File: config.mk
export PLATFORM = sky130hd
export DESIGN_NAME = voltage_protection_element
export DESIGN_NICKNAME = d
export VERILOG_FILES = /design/src/vprot_pkg.sv /design/src/persist_timer.sv /design/src/sliding_average.sv /design/src/voltage_protection_element.sv
export SDC_FILE = /design/constraint.sdc
export NUM_CORES = 2
export LEC_CHECK = 0
export BUFFER_PORTS_ARGS = -buffer_cell sky130_fd_sc_hd__buf_2
export CAP_MARGIN = 20
export CELL_PAD_IN_SITES_DETAIL_PLACEMENT = 1
export CELL_PAD_IN_SITES_GLOBAL_PLACEMENT = 2
export CORE_AREA = 2 2 448 450
export CTS_BUF_LIST = sky130_fd_sc_hd__clkbuf_2 sky130_fd_sc_hd__clkbuf_4 sky130_fd_sc_hd__clkbuf_8
export DETAILED_ROUTE_END_ITERATION = 16
export DIE_AREA = 0 0 450 452
export GPL_ROUTABILITY_DRIVEN = 0
export PLACE_DENSITY = 0.95
export SLEW_MARGIN = 30
export SYNTH_ARGS = -nofsm -noshare
export SYNTH_HDL_FRONTEND = slang
export SYNTH_HIERARCHICAL = 1
export SYNTH_SLANG_ARGS = --single-unit
File: constraint.sdc
create_clock -name pclk -period 22.3 [get_ports pclk]
set_input_delay 4.46 -clock pclk [delete_from_list [all_inputs] [get_ports pclk]]
set_output_delay 4.46 -clock pclk [all_outputs]
set_load 0.02 [all_outputs]
File: src/vprot_pkg.sv
/*
  Shared constants and types of the voltage protection element:
  register offsets, control field layout, reset values and timing counts.
  Assumes a 25 MHz APB clock and 16-bit unsigned measurement words.
*/
package vprot_pkg;

  // ----------------------------------------------------------------
  // Register offsets (byte addresses)
  // ----------------------------------------------------------------
  localparam logic [7:0] CTRL_OFS     = 8'h00;
  localparam logic [7:0] THRESH_OFS   = 8'h04;
  localparam logic [7:0] SEC_OFS      = 8'h08;
  localparam logic [7:0] IMIN_OFS     = 8'h0C;
  localparam logic [7:0] TDELAY_OFS   = 8'h10;
  localparam logic [7:0] IDELAY_OFS   = 8'h14;
  localparam logic [7:0] STATUS_OFS   = 8'h18;
  localparam logic [7:0] IRQ_STAT_OFS = 8'h1C;
  localparam logic [7:0] IRQ_MASK_OFS = 8'h20;

  // ----------------------------------------------------------------
  // Field layout and reset values
  // ----------------------------------------------------------------
  localparam int          CTRL_W       = 10;
  localparam int          IRQ_W        = 3;
  localparam int          IRQ_ALARM    = 0;
  localparam int          IRQ_TRIP     = 1;
  localparam int          IRQ_BLOCK    = 2;
  localparam logic [15:0] THRESH_RST   = 16'h0E66;  // 0.9 in Q4.12
  localparam logic [15:0] SEC_RST      = 16'h2710;
  localparam logic [15:0] IMIN_RST     = 16'h0064;
  localparam logic [31:0] TDELAY_RST   = 32'h0000_C350;
  localparam logic [31:0] IDELAY_RST   = 32'h0000_C350;
  localparam int          Q_FRAC       = 12;           // threshold fraction bits
  localparam logic [15:0] PLOSS_FRAC   = 16'h007B;     // 0.03 in Q4.12
  localparam logic [15:0] INV_SQRT3    = 16'h093C;     // 1/sqrt(3) in Q4.12

  // Measuring method encodings
  localparam logic [1:0]  METH_FUND    = 2'h0;
  localparam logic [1:0]  METH_RMS     = 2'h1;
  localparam logic [1:0]  METH_AVG     = 2'h2;

  // ----------------------------------------------------------------
  // Timing
  // ----------------------------------------------------------------
  localparam longint CLK_HZ        = 25_000_000;
  localparam longint TSUP_DET_MS   = 20;
  localparam longint PLOSS_DIN_MS  = 20;
  localparam longint PLOSS_MEAS_MS = 30;
  localparam longint AVG_WINDOW_S  = 600;            // ten minutes
  localparam int     AVG_DEPTH     = 16;
  localparam longint TSUP_CYC      = TSUP_DET_MS * CLK_HZ / 1000;
  localparam longint PLOSS_DIN_CYC = PLOSS_DIN_MS * CLK_HZ / 1000;
  localparam longint PLOSS_MEAS_CYC = PLOSS_MEAS_MS * CLK_HZ / 1000;
  localparam longint AVG_STEP_CYC  = AVG_WINDOW_S * CLK_HZ / AVG_DEPTH;

  // ----------------------------------------------------------------
  // Control register carrier
  // ----------------------------------------------------------------
  typedef struct packed {
    logic       ploss_en;     // bit 9
    logic       tsup_en;      // bit 8
    logic       supv_en;      // bit 7 measuring-circuit supervision
    logic       ext_fn;       // bit 6 external block function
    logic       imin_en;      // bit 5
    logic       conn_pp;      // bit 4 transformer_connection phase-phase
    logic       meas_pp;      // bit 3 measuring mode phase-phase
    logic [1:0] method;       // bits 2:1
    logic       under;        // bit 0 undervoltage mode
  } ctrl_s;

  localparam logic [CTRL_W-1:0] CTRL_RST = 10'h000;

endpackage

File: src/persist_timer.sv
/*
  Persistence timer: done rises once cond has held for limit cycles.
  Assumes cond comes from logic on the same clock.
*/
`timescale 1ns/10ps
module persist_timer #(
  parameter int W = 32
) (
  // Clock and reset
  input  wire logic         pclk,
  input  wire logic         presetn,
  // Timing
  input  wire logic         cond,
  input  wire logic [W-1:0] limit,
  output logic              done_reg
);

  logic [W-1:0] count_reg;

  // ----------------------------------------------------------------
  // Count while the condition holds, restart when it drops
  // ----------------------------------------------------------------
  always_ff @(posedge pclk or negedge presetn) begin
    if (!presetn) begin
      count_reg <= '0;
      done_reg  <= 1'b0;
    end else if (!cond) begin
      count_reg <= '0;
      done_reg  <= 1'b0;
    end else begin
      if (count_reg < limit)
        count_reg <= count_reg + W'(1);
      done_reg <= (count_reg + W'(1) >= limit);  // Least one cycle
    end
  end

endmodule // persist_timer

File: src/sliding_average.sv
/*
  Sliding average of three phase voltages over a window of DEPTH samples.
  Assumes step cycles between samples gives the full window length.
*/
`timescale 1ns/10ps
module sliding_average #(
  parameter int     DEPTH = 16,
  parameter longint STEP  = 937_500_000
) (
  // Clock and reset
  input  wire logic        pclk,
  input  wire logic        presetn,
  // Samples in, averages out
  input  wire logic [47:0] volt,
  output logic      [47:0] avg_reg
);

  localparam int AW = $clog2(DEPTH);

  logic [15:0]    mem [3][DEPTH];
  logic [15+AW:0] sum_reg [3];
  logic [AW-1:0]  wr_reg;
  logic [39:0]    tick_reg;

  // ----------------------------------------------------------------
  // Sample tick
  // ----------------------------------------------------------------
  always_ff @(posedge pclk or negedge presetn) begin
    if (!presetn)
      tick_reg <= '0;
    else if (tick_reg >= 40'(STEP - 1))
      tick_reg <= '0;
    else
      tick_reg <= tick_reg + 40'h1;
  end

  // ----------------------------------------------------------------
  // Ring of samples with running sums
  // ----------------------------------------------------------------
  always_ff @(posedge pclk or negedge presetn) begin
    if (!presetn) begin
      wr_reg <= '0;
      for (int p = 0; p < 3; p++) begin
        sum_reg[p] <= '0;
        avg_reg[p*16 +: 16] <= 16'h0000;
        for (int d = 0; d < DEPTH; d++)
          mem[p][d] <= 16'h0000;
      end
    end else if (tick_reg == '0) begin
      wr_reg <= wr_reg + AW'(1);
      for (int p = 0; p < 3; p++) begin
        mem[p][wr_reg] <= volt[p*16 +: 16];
        sum_reg[p] <= sum_reg[p] - (16+AW)'(mem[p][wr_reg]) + (16+AW)'(volt[p*16 +: 16]);
        avg_reg[p*16 +: 16] <= sum_reg[p][15+AW:AW];
      end
    end
  end

endmodule // sliding_average

File: src/voltage_protection_element.sv
/*
  One voltage protection element with APB register file and interrupt.
  Assumes the measurement front end presents three channel voltages
  (fundamental and true RMS) and neutral-side phase currents on pclk.
*/
// How it works
// - One structure; control bit picks over- or undervoltage supervision.
// - Phase-to-ground connection: flags 1..3 follow phase-neutral voltages 1..3.
// - Phase-to-phase connection: flags 1..3 follow line voltages 12, 23, 31.
// - Method setting picks fundamental, true RMS or sliding average.
// - Sliding average spans a ten-minute window.
// - Phase-ground mode: nominal is rating over root three, else rating.
// - Phase-phase connection forces phase-phase mode, nominal equals rating.
// - Minimum-current block only acts in undervoltage mode.
// - All phase currents under threshold block the undervoltage element.
// - Any current back above threshold releases only after release delay.
// - Minimum-current check idle unless its enable is set.
// - Minimum-current check always uses neutral-side currents.
// - Potential-loss supervisor blocks undervoltage below 0.03 of nominal.
// - External block source blocks element when its function is active.
// - Supervision active plus fuse failure blocks undervoltage elements.
// - Transformer supervisor detects fuse failure within 20 ms.
// - Potential-loss detects in 20 ms by input, 30 ms by measurement.
`timescale 1ns/10ps
module voltage_protection_element #(
  parameter longint TSUP_CYC       = vprot_pkg::TSUP_CYC,
  parameter longint PLOSS_DIN_CYC  = vprot_pkg::PLOSS_DIN_CYC,
  parameter longint PLOSS_MEAS_CYC = vprot_pkg::PLOSS_MEAS_CYC,
  parameter longint AVG_STEP_CYC   = vprot_pkg::AVG_STEP_CYC
) (
  // Clock and reset
  input  wire logic        pclk,
  input  wire logic        presetn,
  // APB slave
  input  wire logic        psel,
  input  wire logic        penable,
  input  wire logic        pwrite,
  input  wire logic [7:0]  paddr,
  input  wire logic [31:0] pwdata,
  output logic      [31:0] prdata,
  output logic             pready,
  output logic             pslverr,
  // Front-end measurements, channel 1 in bits 15:0
  input  wire logic [47:0] volt_fund,
  input  wire logic [47:0] volt_rms,
  input  wire logic [47:0] cur_neutral,
  input  wire logic [47:0] cur_terminal,
  input  wire logic        tsup_meas_fail,
  // Pins
  input  wire logic        external_block_source,
  input  wire logic        tsup_fuse_pin,
  input  wire logic        ploss_fuse_pin,
  // Flags
  output logic      [2:0]  phase_alarm,
  output logic      [2:0]  phase_trip,
  output logic             irq
);

  vprot_pkg::ctrl_s ctrl_reg;
  logic [15:0]  thresh_reg, sec_reg, imin_reg;
  logic [31:0]  tdelay_reg, idelay_reg;
  logic [2:0]   irq_stat_reg, irq_mask_reg, irq_event;
  logic [2:0]   ext_sync_reg, tsup_sync_reg, ploss_sync_reg;
  logic         ext_stable_reg, tsup_stable_reg, ploss_stable_reg;
  logic         imin_block_reg, release_done, tsup_done, ploss_din_done, ploss_meas_done;
  logic [47:0]  volt_avg, volt_sel;
  logic [15:0]  nominal, thr_abs, ploss_abs;
  logic [2:0]   cond, alarm_next, trip_done;
  logic         blocked, uv_block, all_low, any_live, ploss_low, ext_blk, fuse_fail;
  logic         wr_en, blocked_q, irq_pending;

  // ----------------------------------------------------------------
  // Helpers
  // ----------------------------------------------------------------
  // Scale a nominal by a Q4.12 factor, saturating at full scale
  function automatic logic [15:0] scale(input logic [15:0] v, input logic [15:0] f);
    logic [31:0] p;
    p = v * f;
    scale = (|p[31:28]) ? 16'hFFFF : p[27:12];
  endfunction

  // Next state of a three-stage input synchroniser's accepted level
  function automatic logic agreed(input logic [2:0] s, input logic cur);
    agreed = (s[1] == s[2]) ? s[2] : cur;
  endfunction

  // ----------------------------------------------------------------
  // Pin synchronisers: stage 0 feeds stage 1 only
  // ----------------------------------------------------------------
  always_ff @(posedge pclk or negedge presetn) begin
    if (!presetn) begin
      ext_sync_reg     <= 3'h0;
      tsup_sync_reg    <= 3'h0;
      ploss_sync_reg   <= 3'h0;
      ext_stable_reg   <= 1'b0;
      tsup_stable_reg  <= 1'b0;
      ploss_stable_reg <= 1'b0;
    end else begin
      ext_sync_reg     <= {ext_sync_reg[1:0], external_block_source};
      tsup_sync_reg    <= {tsup_sync_reg[1:0], tsup_fuse_pin};
      ploss_sync_reg   <= {ploss_sync_reg[1:0], ploss_fuse_pin};
      ext_stable_reg   <= agreed(ext_sync_reg, ext_stable_reg);
      tsup_stable_reg  <= agreed(tsup_sync_reg, tsup_stable_reg);
      ploss_stable_reg <= agreed(ploss_sync_reg, ploss_stable_reg);
    end
  end

  // ----------------------------------------------------------------
  // APB register file
  // ----------------------------------------------------------------
  assign wr_en = psel & penable & pready & pwrite;

  // Single wait-free access: ready rises in the access phase
  always_ff @(posedge pclk or negedge presetn) begin
    if (!presetn) begin
      pready  <= 1'b0;
      pslverr <= 1'b0;
      prdata  <= 32'h0000_0000;
    end else begin
      pready  <= psel & ~penable;
      pslverr <= psel & ~penable & (paddr > vprot_pkg::IRQ_MASK_OFS | paddr[1:0] != 2'h0);
      if (psel & ~penable & ~pwrite) begin
        unique case (paddr)
          vprot_pkg::CTRL_OFS:     prdata <= {22'h0, ctrl_reg};
          vprot_pkg::THRESH_OFS:   prdata <= {16'h0, thresh_reg};
          vprot_pkg::SEC_OFS:      prdata <= {16'h0, sec_reg};
          vprot_pkg::IMIN_OFS:     prdata <= {16'h0, imin_reg};
          vprot_pkg::TDELAY_OFS:   prdata <= tdelay_reg;
          vprot_pkg::IDELAY_OFS:   prdata <= idelay_reg;
          vprot_pkg::STATUS_OFS:   prdata <= {23'h0, fuse_fail, imin_block_reg, blocked,
                                              phase_trip, phase_alarm};
          vprot_pkg::IRQ_STAT_OFS: prdata <= {29'h0, irq_stat_reg};
          vprot_pkg::IRQ_MASK_OFS: prdata <= {29'h0, irq_mask_reg};
          default:                 prdata <= 32'h0000_0000;
        endcase
      end
    end
  end

  // Writable settings
  always_ff @(posedge pclk or negedge presetn) begin
    if (!presetn) begin
      ctrl_reg     <= vprot_pkg::CTRL_RST;
      thresh_reg   <= vprot_pkg::THRESH_RST;
      sec_reg      <= vprot_pkg::SEC_RST;
      imin_reg     <= vprot_pkg::IMIN_RST;
      tdelay_reg   <= vprot_pkg::TDELAY_RST;
      idelay_reg   <= vprot_pkg::IDELAY_RST;
      irq_mask_reg <= 3'h0;
    end else if (wr_en) begin
      unique case (paddr)
        vprot_pkg::CTRL_OFS:     ctrl_reg     <= pwdata[vprot_pkg::CTRL_W-1:0];
        vprot_pkg::THRESH_OFS:   thresh_reg   <= pwdata[15:0];
        vprot_pkg::SEC_OFS:      sec_reg      <= pwdata[15:0];
        vprot_pkg::IMIN_OFS:     imin_reg     <= pwdata[15:0];
        vprot_pkg::TDELAY_OFS:   tdelay_reg   <= pwdata;
        vprot_pkg::IDELAY_OFS:   idelay_reg   <= pwdata;
        vprot_pkg::IRQ_MASK_OFS: irq_mask_reg <= pwdata[2:0];
        default:                 ;
      endcase
    end
  end

  // Sticky events, write one to clear, set wins over clear
  // Block event marks the rise only; trip event only when the trip really lands
  assign irq_event   = {blocked & ~blocked_q,
                        |(trip_done & alarm_next & ~phase_trip),
                        |(alarm_next & ~phase_alarm)};
  // Unmasked status pending
  assign irq_pending = |(irq_stat_reg & irq_mask_reg);

  always_ff @(posedge pclk or negedge presetn) begin
    if (!presetn) begin
      irq_stat_reg <= 3'h0;
      blocked_q    <= 1'b0;
      irq          <= 1'b0;
    end else begin
      blocked_q <= blocked;
      if (wr_en && paddr == vprot_pkg::IRQ_STAT_OFS)
        irq_stat_reg <= (irq_stat_reg & ~pwdata[2:0]) | irq_event;
      else
        irq_stat_reg <= irq_stat_reg | irq_event;
      irq <= irq_pending;
    end
  end

  // ----------------------------------------------------------------
  // Measurement selection and thresholds
  // ----------------------------------------------------------------
  sliding_average #(
    .DEPTH (vprot_pkg::AVG_DEPTH),
    .STEP  (AVG_STEP_CYC)
  ) avg_u (
    .pclk    (pclk),
    .presetn (presetn),
    .volt    (volt_fund),
    .avg_reg (volt_avg)
  );

  // Channel i drives flag i in either connection; the front end applies
  // phase-neutral or line voltages to the same three channels
  always_comb begin
    unique case (ctrl_reg.method)
      vprot_pkg::METH_RMS: volt_sel = volt_rms;
      vprot_pkg::METH_AVG: volt_sel = volt_avg;
      default:             volt_sel = volt_fund;
    endcase
  end

  // Nominal: phase-phase connection overrides the per-element mode
  assign nominal   = (ctrl_reg.conn_pp | ctrl_reg.meas_pp) ? sec_reg
                                                           : scale(sec_reg, vprot_pkg::INV_SQRT3);
  assign thr_abs   = scale(nominal, thresh_reg);
  assign ploss_abs = scale(nominal, vprot_pkg::PLOSS_FRAC);

  // Per-phase pickup
  always_comb begin
    for (int p = 0; p < 3; p++)
      cond[p] = ctrl_reg.under ? (volt_sel[p*16 +: 16] < thr_abs)
                               : (volt_sel[p*16 +: 16] > thr_abs);
  end

  // ----------------------------------------------------------------
  // Blocking
  // ----------------------------------------------------------------
  // Neutral-side currents only; terminal currents are not consulted
  assign all_low  = (cur_neutral[15:0] < imin_reg) & (cur_neutral[31:16] < imin_reg) &
                    (cur_neutral[47:32] < imin_reg);
  assign any_live = ~all_low;
  assign ploss_low = (volt_fund[15:0] < ploss_abs) & (volt_fund[31:16] < ploss_abs) &
                     (volt_fund[47:32] < ploss_abs);

  // Minimum-current block set at once, released after the delay
  always_ff @(posedge pclk or negedge presetn) begin
    if (!presetn)
      imin_block_reg <= 1'b0;
    else if (!(ctrl_reg.imin_en & ctrl_reg.under))
      imin_block_reg <= 1'b0;
    else if (all_low)
      imin_block_reg <= 1'b1;
    else if (release_done)
      imin_block_reg <= 1'b0;
  end

  persist_timer #(.W(32)) release_u (
    .pclk     (pclk),
    .presetn  (presetn),
    .cond     (imin_block_reg & any_live),
    .limit    (idelay_reg),
    .done_reg (release_done)
  );

  persist_timer #(.W(32)) tsup_u (
    .pclk     (pclk),
    .presetn  (presetn),
    .cond     (ctrl_reg.tsup_en & (tsup_stable_reg | tsup_meas_fail)),
    .limit    (32'(TSUP_CYC)),
    .done_reg (tsup_done)
  );

  persist_timer #(.W(32)) ploss_din_u (
    .pclk     (pclk),
    .presetn  (presetn),
    .cond     (ctrl_reg.ploss_en & ploss_stable_reg),
    .limit    (32'(PLOSS_DIN_CYC)),
    .done_reg (ploss_din_done)
  );

  persist_timer #(.W(32)) ploss_meas_u (
    .pclk     (pclk),
    .presetn  (presetn),
    .cond     (ctrl_reg.ploss_en & ploss_low),
    .limit    (32'(PLOSS_MEAS_CYC)),
    .done_reg (ploss_meas_done)
  );

  assign fuse_fail = tsup_done | ploss_din_done;
  assign ext_blk   = ctrl_reg.ext_fn & ext_stable_reg;
  assign uv_block  = ctrl_reg.under & (imin_block_reg
                   | (ctrl_reg.supv_en & fuse_fail)
                   | ploss_meas_done);
  assign blocked   = ext_blk | uv_block;

  // ----------------------------------------------------------------
  // Alarm and trip
  // ----------------------------------------------------------------
  assign alarm_next = cond & {3{~blocked}};

  for (genvar g = 0; g < 3; g++) begin : g_trip
    persist_timer #(.W(32)) trip_u (
      .pclk     (pclk),
      .presetn  (presetn),
      .cond     (alarm_next[g]),
      .limit    (tdelay_reg),
      .done_reg (trip_done[g])
    );
  end

  // Flags clear as soon as the condition ends or a block appears
  always_ff @(posedge pclk or negedge presetn) begin
    if (!presetn) begin
      phase_alarm <= 3'h0;
      phase_trip  <= 3'h0;
    end else begin
      phase_alarm <= alarm_next;
      phase_trip  <= trip_done & alarm_next;
    end
  end
endmodule // voltage_protection_element

==> results.py <==
metrics = {
    "status": {
        "status": "completed",
    },
    "logic_synthesis": {
        "synth.mux.area_fraction": 0.169,
        "synth_xor_area_frac": 0.0305,
        "synthDistinctLibCells": 92,
        "synth_warnings": 6,
        "synth_top_area_frac": 0.346,
        "synth_compound_gate_area_share": 0.0983,
        "synth_flop_cell": "dfrtp_1",
        "synth_top_family_by_area": "adder cells",
        "syn-mean-instance-area_sq_um": 10.8,
        "yosys.area_share.simple": 0.107,
        "syn_inst": 8743,
        "yosys-top-cells-area": "dfrtp_1 (35%), ha_1 (12%), mux2_2 (10%)",
        "synth_area_sq_um": 94700,
        "ys_async_sr_fraction": 1.00,
        "synth-edff-count": 0,
        "ys_ff_latch": 1334,
        "yosysTopAreaCell": "dfrtp_1",
        "synthAdderAreaFrac": 0.188,
        "synth-seq-area-share": 0.353,
    },
    "job": {
        "drv_cap": 0,
    },
    "worst_setup_path": {
        "worst_path_most_repeated_cell": "fa_1",
        "cp_slowest_stage_delay_ns": 0.73,
        "cp_max_fo": 33,
        "arrival_ns": 17.35,
        "endpoint_kind": "flop",
        "start_kind": "flop",
        "crit_slowest_cell": "dfstp_2",
        "critPathKind": "reg2reg",
        "ff2ff_path_depth": 55,
        "critPathRequiredTime_ns": 23.22,
    },
    "timing": {
        "fin_crit_sh": 0.737,
        "fin_tns_setup_ns": 0,
        "finalSetupViolations": 0,
        "slew_viol_final": 0,
        "relSlewSlack": 0.318,
        "hold_violations": 0,
        "fmax_mhz": 60.8,
        "tightestPinTransition_ns": 1.02,
        "min_period_ns": 16.43,
        "grt_setup_unrepaired": "false",
        "skew_ns": 0.0845,
        "layout_setup_ws_ns": 5.87,
    },
    "route": {
        "via_count": 72900,
        "avgViaCountPerCell": 6.15,
        "ant_nets": 0,
        "avgRoutedWirePerCell_um": 26.7,
        "drtIter0Drc": 5334,
        "drcViolationCount": 0,
        "first_pass_iters": 6,
        "wl_um": 317000,
    },
    "die": {
        "die-height_um": 452,
        "rows": 164,
        "fp.dieArea_sq_um": 203000,
        "initial_core_util": 0.477,
        "die_x_um": 450,
        "pin_count": 282,
        "core-area_sq_um": 199000,
    },
    "clocking": {
        "clock_latency_ns": 1.06,
        "cts_made_buffers": 230,
        "cts-root-buf": "clkbuf_8",
        "max-clock-path-buffers": 3,
        "htree_levels": 4,
        "cts_tree": "done",
        "cts_hold_buf": 0,
        "post-cts-setup-buffers": 0,
        "clkSinkCount": 1334,
        "cts_resized": 0,
        "path_clk_slew_ns": 0.06,
    },
    "power": {
        "p_total_mw": 5.71,
        "comb_power_share": 0.103,
        "p_switching_mw": 1.62,
        "powerDensity_nw_per_um2": 54.6,
        "seqPwrFrac": 0.436,
        "clkPwrFrac": 0.461,
        "switching_share": 0.284,
        "power_leakage_nw": 50.2,
        "peakVddDrop_uv": 62.2,
        "p_int_mw": 4.09,
    },
    "finish": {
        "syn2layout_area_growth_pct": 10.3,
        "fin_util": 0.526,
        "largest_register_ffs": 768,
        "fin_nets": 10400,
        "final_common_cell": "dfrtp_1",
        "fill_cells": 21300,
        "seq_area_sq_um": 33400,
        "mostFrequentLayoutCells": "dfrtp_1 (1302), ha_1 (874), inv_1 (872)",
        "multi_input_comb_area_sq_um": 56900,
        "drive_gt1_frac": 0.221,
    },
    "global_route": {
        "antenna_found_initial": 36,
        "grt_pass1_wl_um": 492000,
        "grtUsageTotal": 0.312,
        "grt_pass1_vias": 81200,
        "grt_overflow": 0,
        "grt_start_max_net_pins": 192,
    },
    "worst_hold_path": {
        "min_path_type": "reg2reg",
        "whs_path_depth": 0,
    },
    "placed_design": {
        "hpwl_um": 213000,
        "pre_cts_ws_ns": 6.02,
        "io_buffer_count": 233,
    },
}
-- power groups by stage --
stage	clock network [mW]	registers (mW)	logic [mW]
2_1_floorplan	0	2.53	0.315
3_3_place_gp	0	2.53	0.527
3_5_place_dp	0	2.53	0.559
4_1_cts	2.65	2.49	0.574
5_1_grt	2.76	2.49	0.641
6_report	2.63	2.49	0.586
-- final cells by class --
| class | count | area share |
|---|---|---|
| inverter | 881 | 0.0317 |
| multi-input combinational | 6202 | 0.544 |
| sequential | 1334 | 0.320 |
| clock buffer | 357 | 0.0430 |
| timing repair buffer | 338 | 0.0205 |
| antenna | 26 | 0.000623 |
| tap | 2656 | 0.0318 |
| clock inverter | 64 | 0.00788 |
-- per-layer routing --
layer	global-route usage	vias to the layer above	wire (um)
met5	0	-	78
met4	0.184	10	20200
met3	0.0535	1013	18400
met1	0.370	37800	121000
met2	0.532	2559	157000
li1	-	31500	-
-- per-stage QoR --
step | hold WS (ns) | instance area [sq um] | cells
6_report | 0.347 | 104000 | 11900
5_1_grt | 0.358 | 104000 | 11900
4_1_cts | 0.350 | 104000 | 11800
3_5_place_dp | 0.336 | 98900 | 11400
3_3_place_gp | 0.338 | 98900 | 11400
2_1_floorplan | 0.331 | 95100 | 8849
-- path summary, 6_finish.rpt --
| check | endpoint | slack [ns] | from |
|---|---|---|---|
| min in group asynchronous | tsup_u/count_reg[8] | 3.45 | presetn |
| hold reg to reg | ploss_sync_reg[1] | 0.35 | ploss_sync_reg[0] |
| setup reg to reg | g_trip[0].trip_u/count_reg[31] | 5.87 | sec_reg[9] |
| max in group asynchronous | avg_u/mem[117] | 14.85 | presetn |
| setup / recovery | g_trip[0].trip_u/count_reg[31] | 5.87 | sec_reg[9] |
| hold / removal | ploss_sync_reg[1] | 0.35 | ploss_sync_reg[0] |
-- synthesized netlist by cell type (164+ instances only) --
master and n:
xnor2_1 230, mux2_2 848, nor2_1 247, mux4_2 240, dfrtp_1 1307, inv_1 872
a21oi_1 470, o21ai_0 324, fa_1 341, ha_1 876, nand2_1 632, nand4_1 164
clkbuf_1 272
-- critical path: cells and delay by family, from the launching register on --
| kind | cells | cell delay, ns |
|---|---|---|
| adders and majority gates | 14 | 6.54 |
| AOI/OAI and AO/OA | 27 | 5.93 |
| buffers and inverters | 10 | 1.78 |
| and+or+nand+nor | 3 | 1.15 |
| DFF | 1 | 0.73 |
| xor gates and xnor gates | 1 | 0.11 |
-- cell families after synthesis --
| logic type | Yosys count |
|---|---|
| AO/OA/AOI/OAI | 1466 |
| XOR/XNOR | 330 |
| adder cells (fa/ha/maj) | 1220 |
| buffers and inverters | 1313 |
| flip-flops | 1334 |
| multiplexers | 1185 |
| other | 3 |
| AND/OR/NAND/NOR | 1892 |
Power figures use the tool's default switching activity.
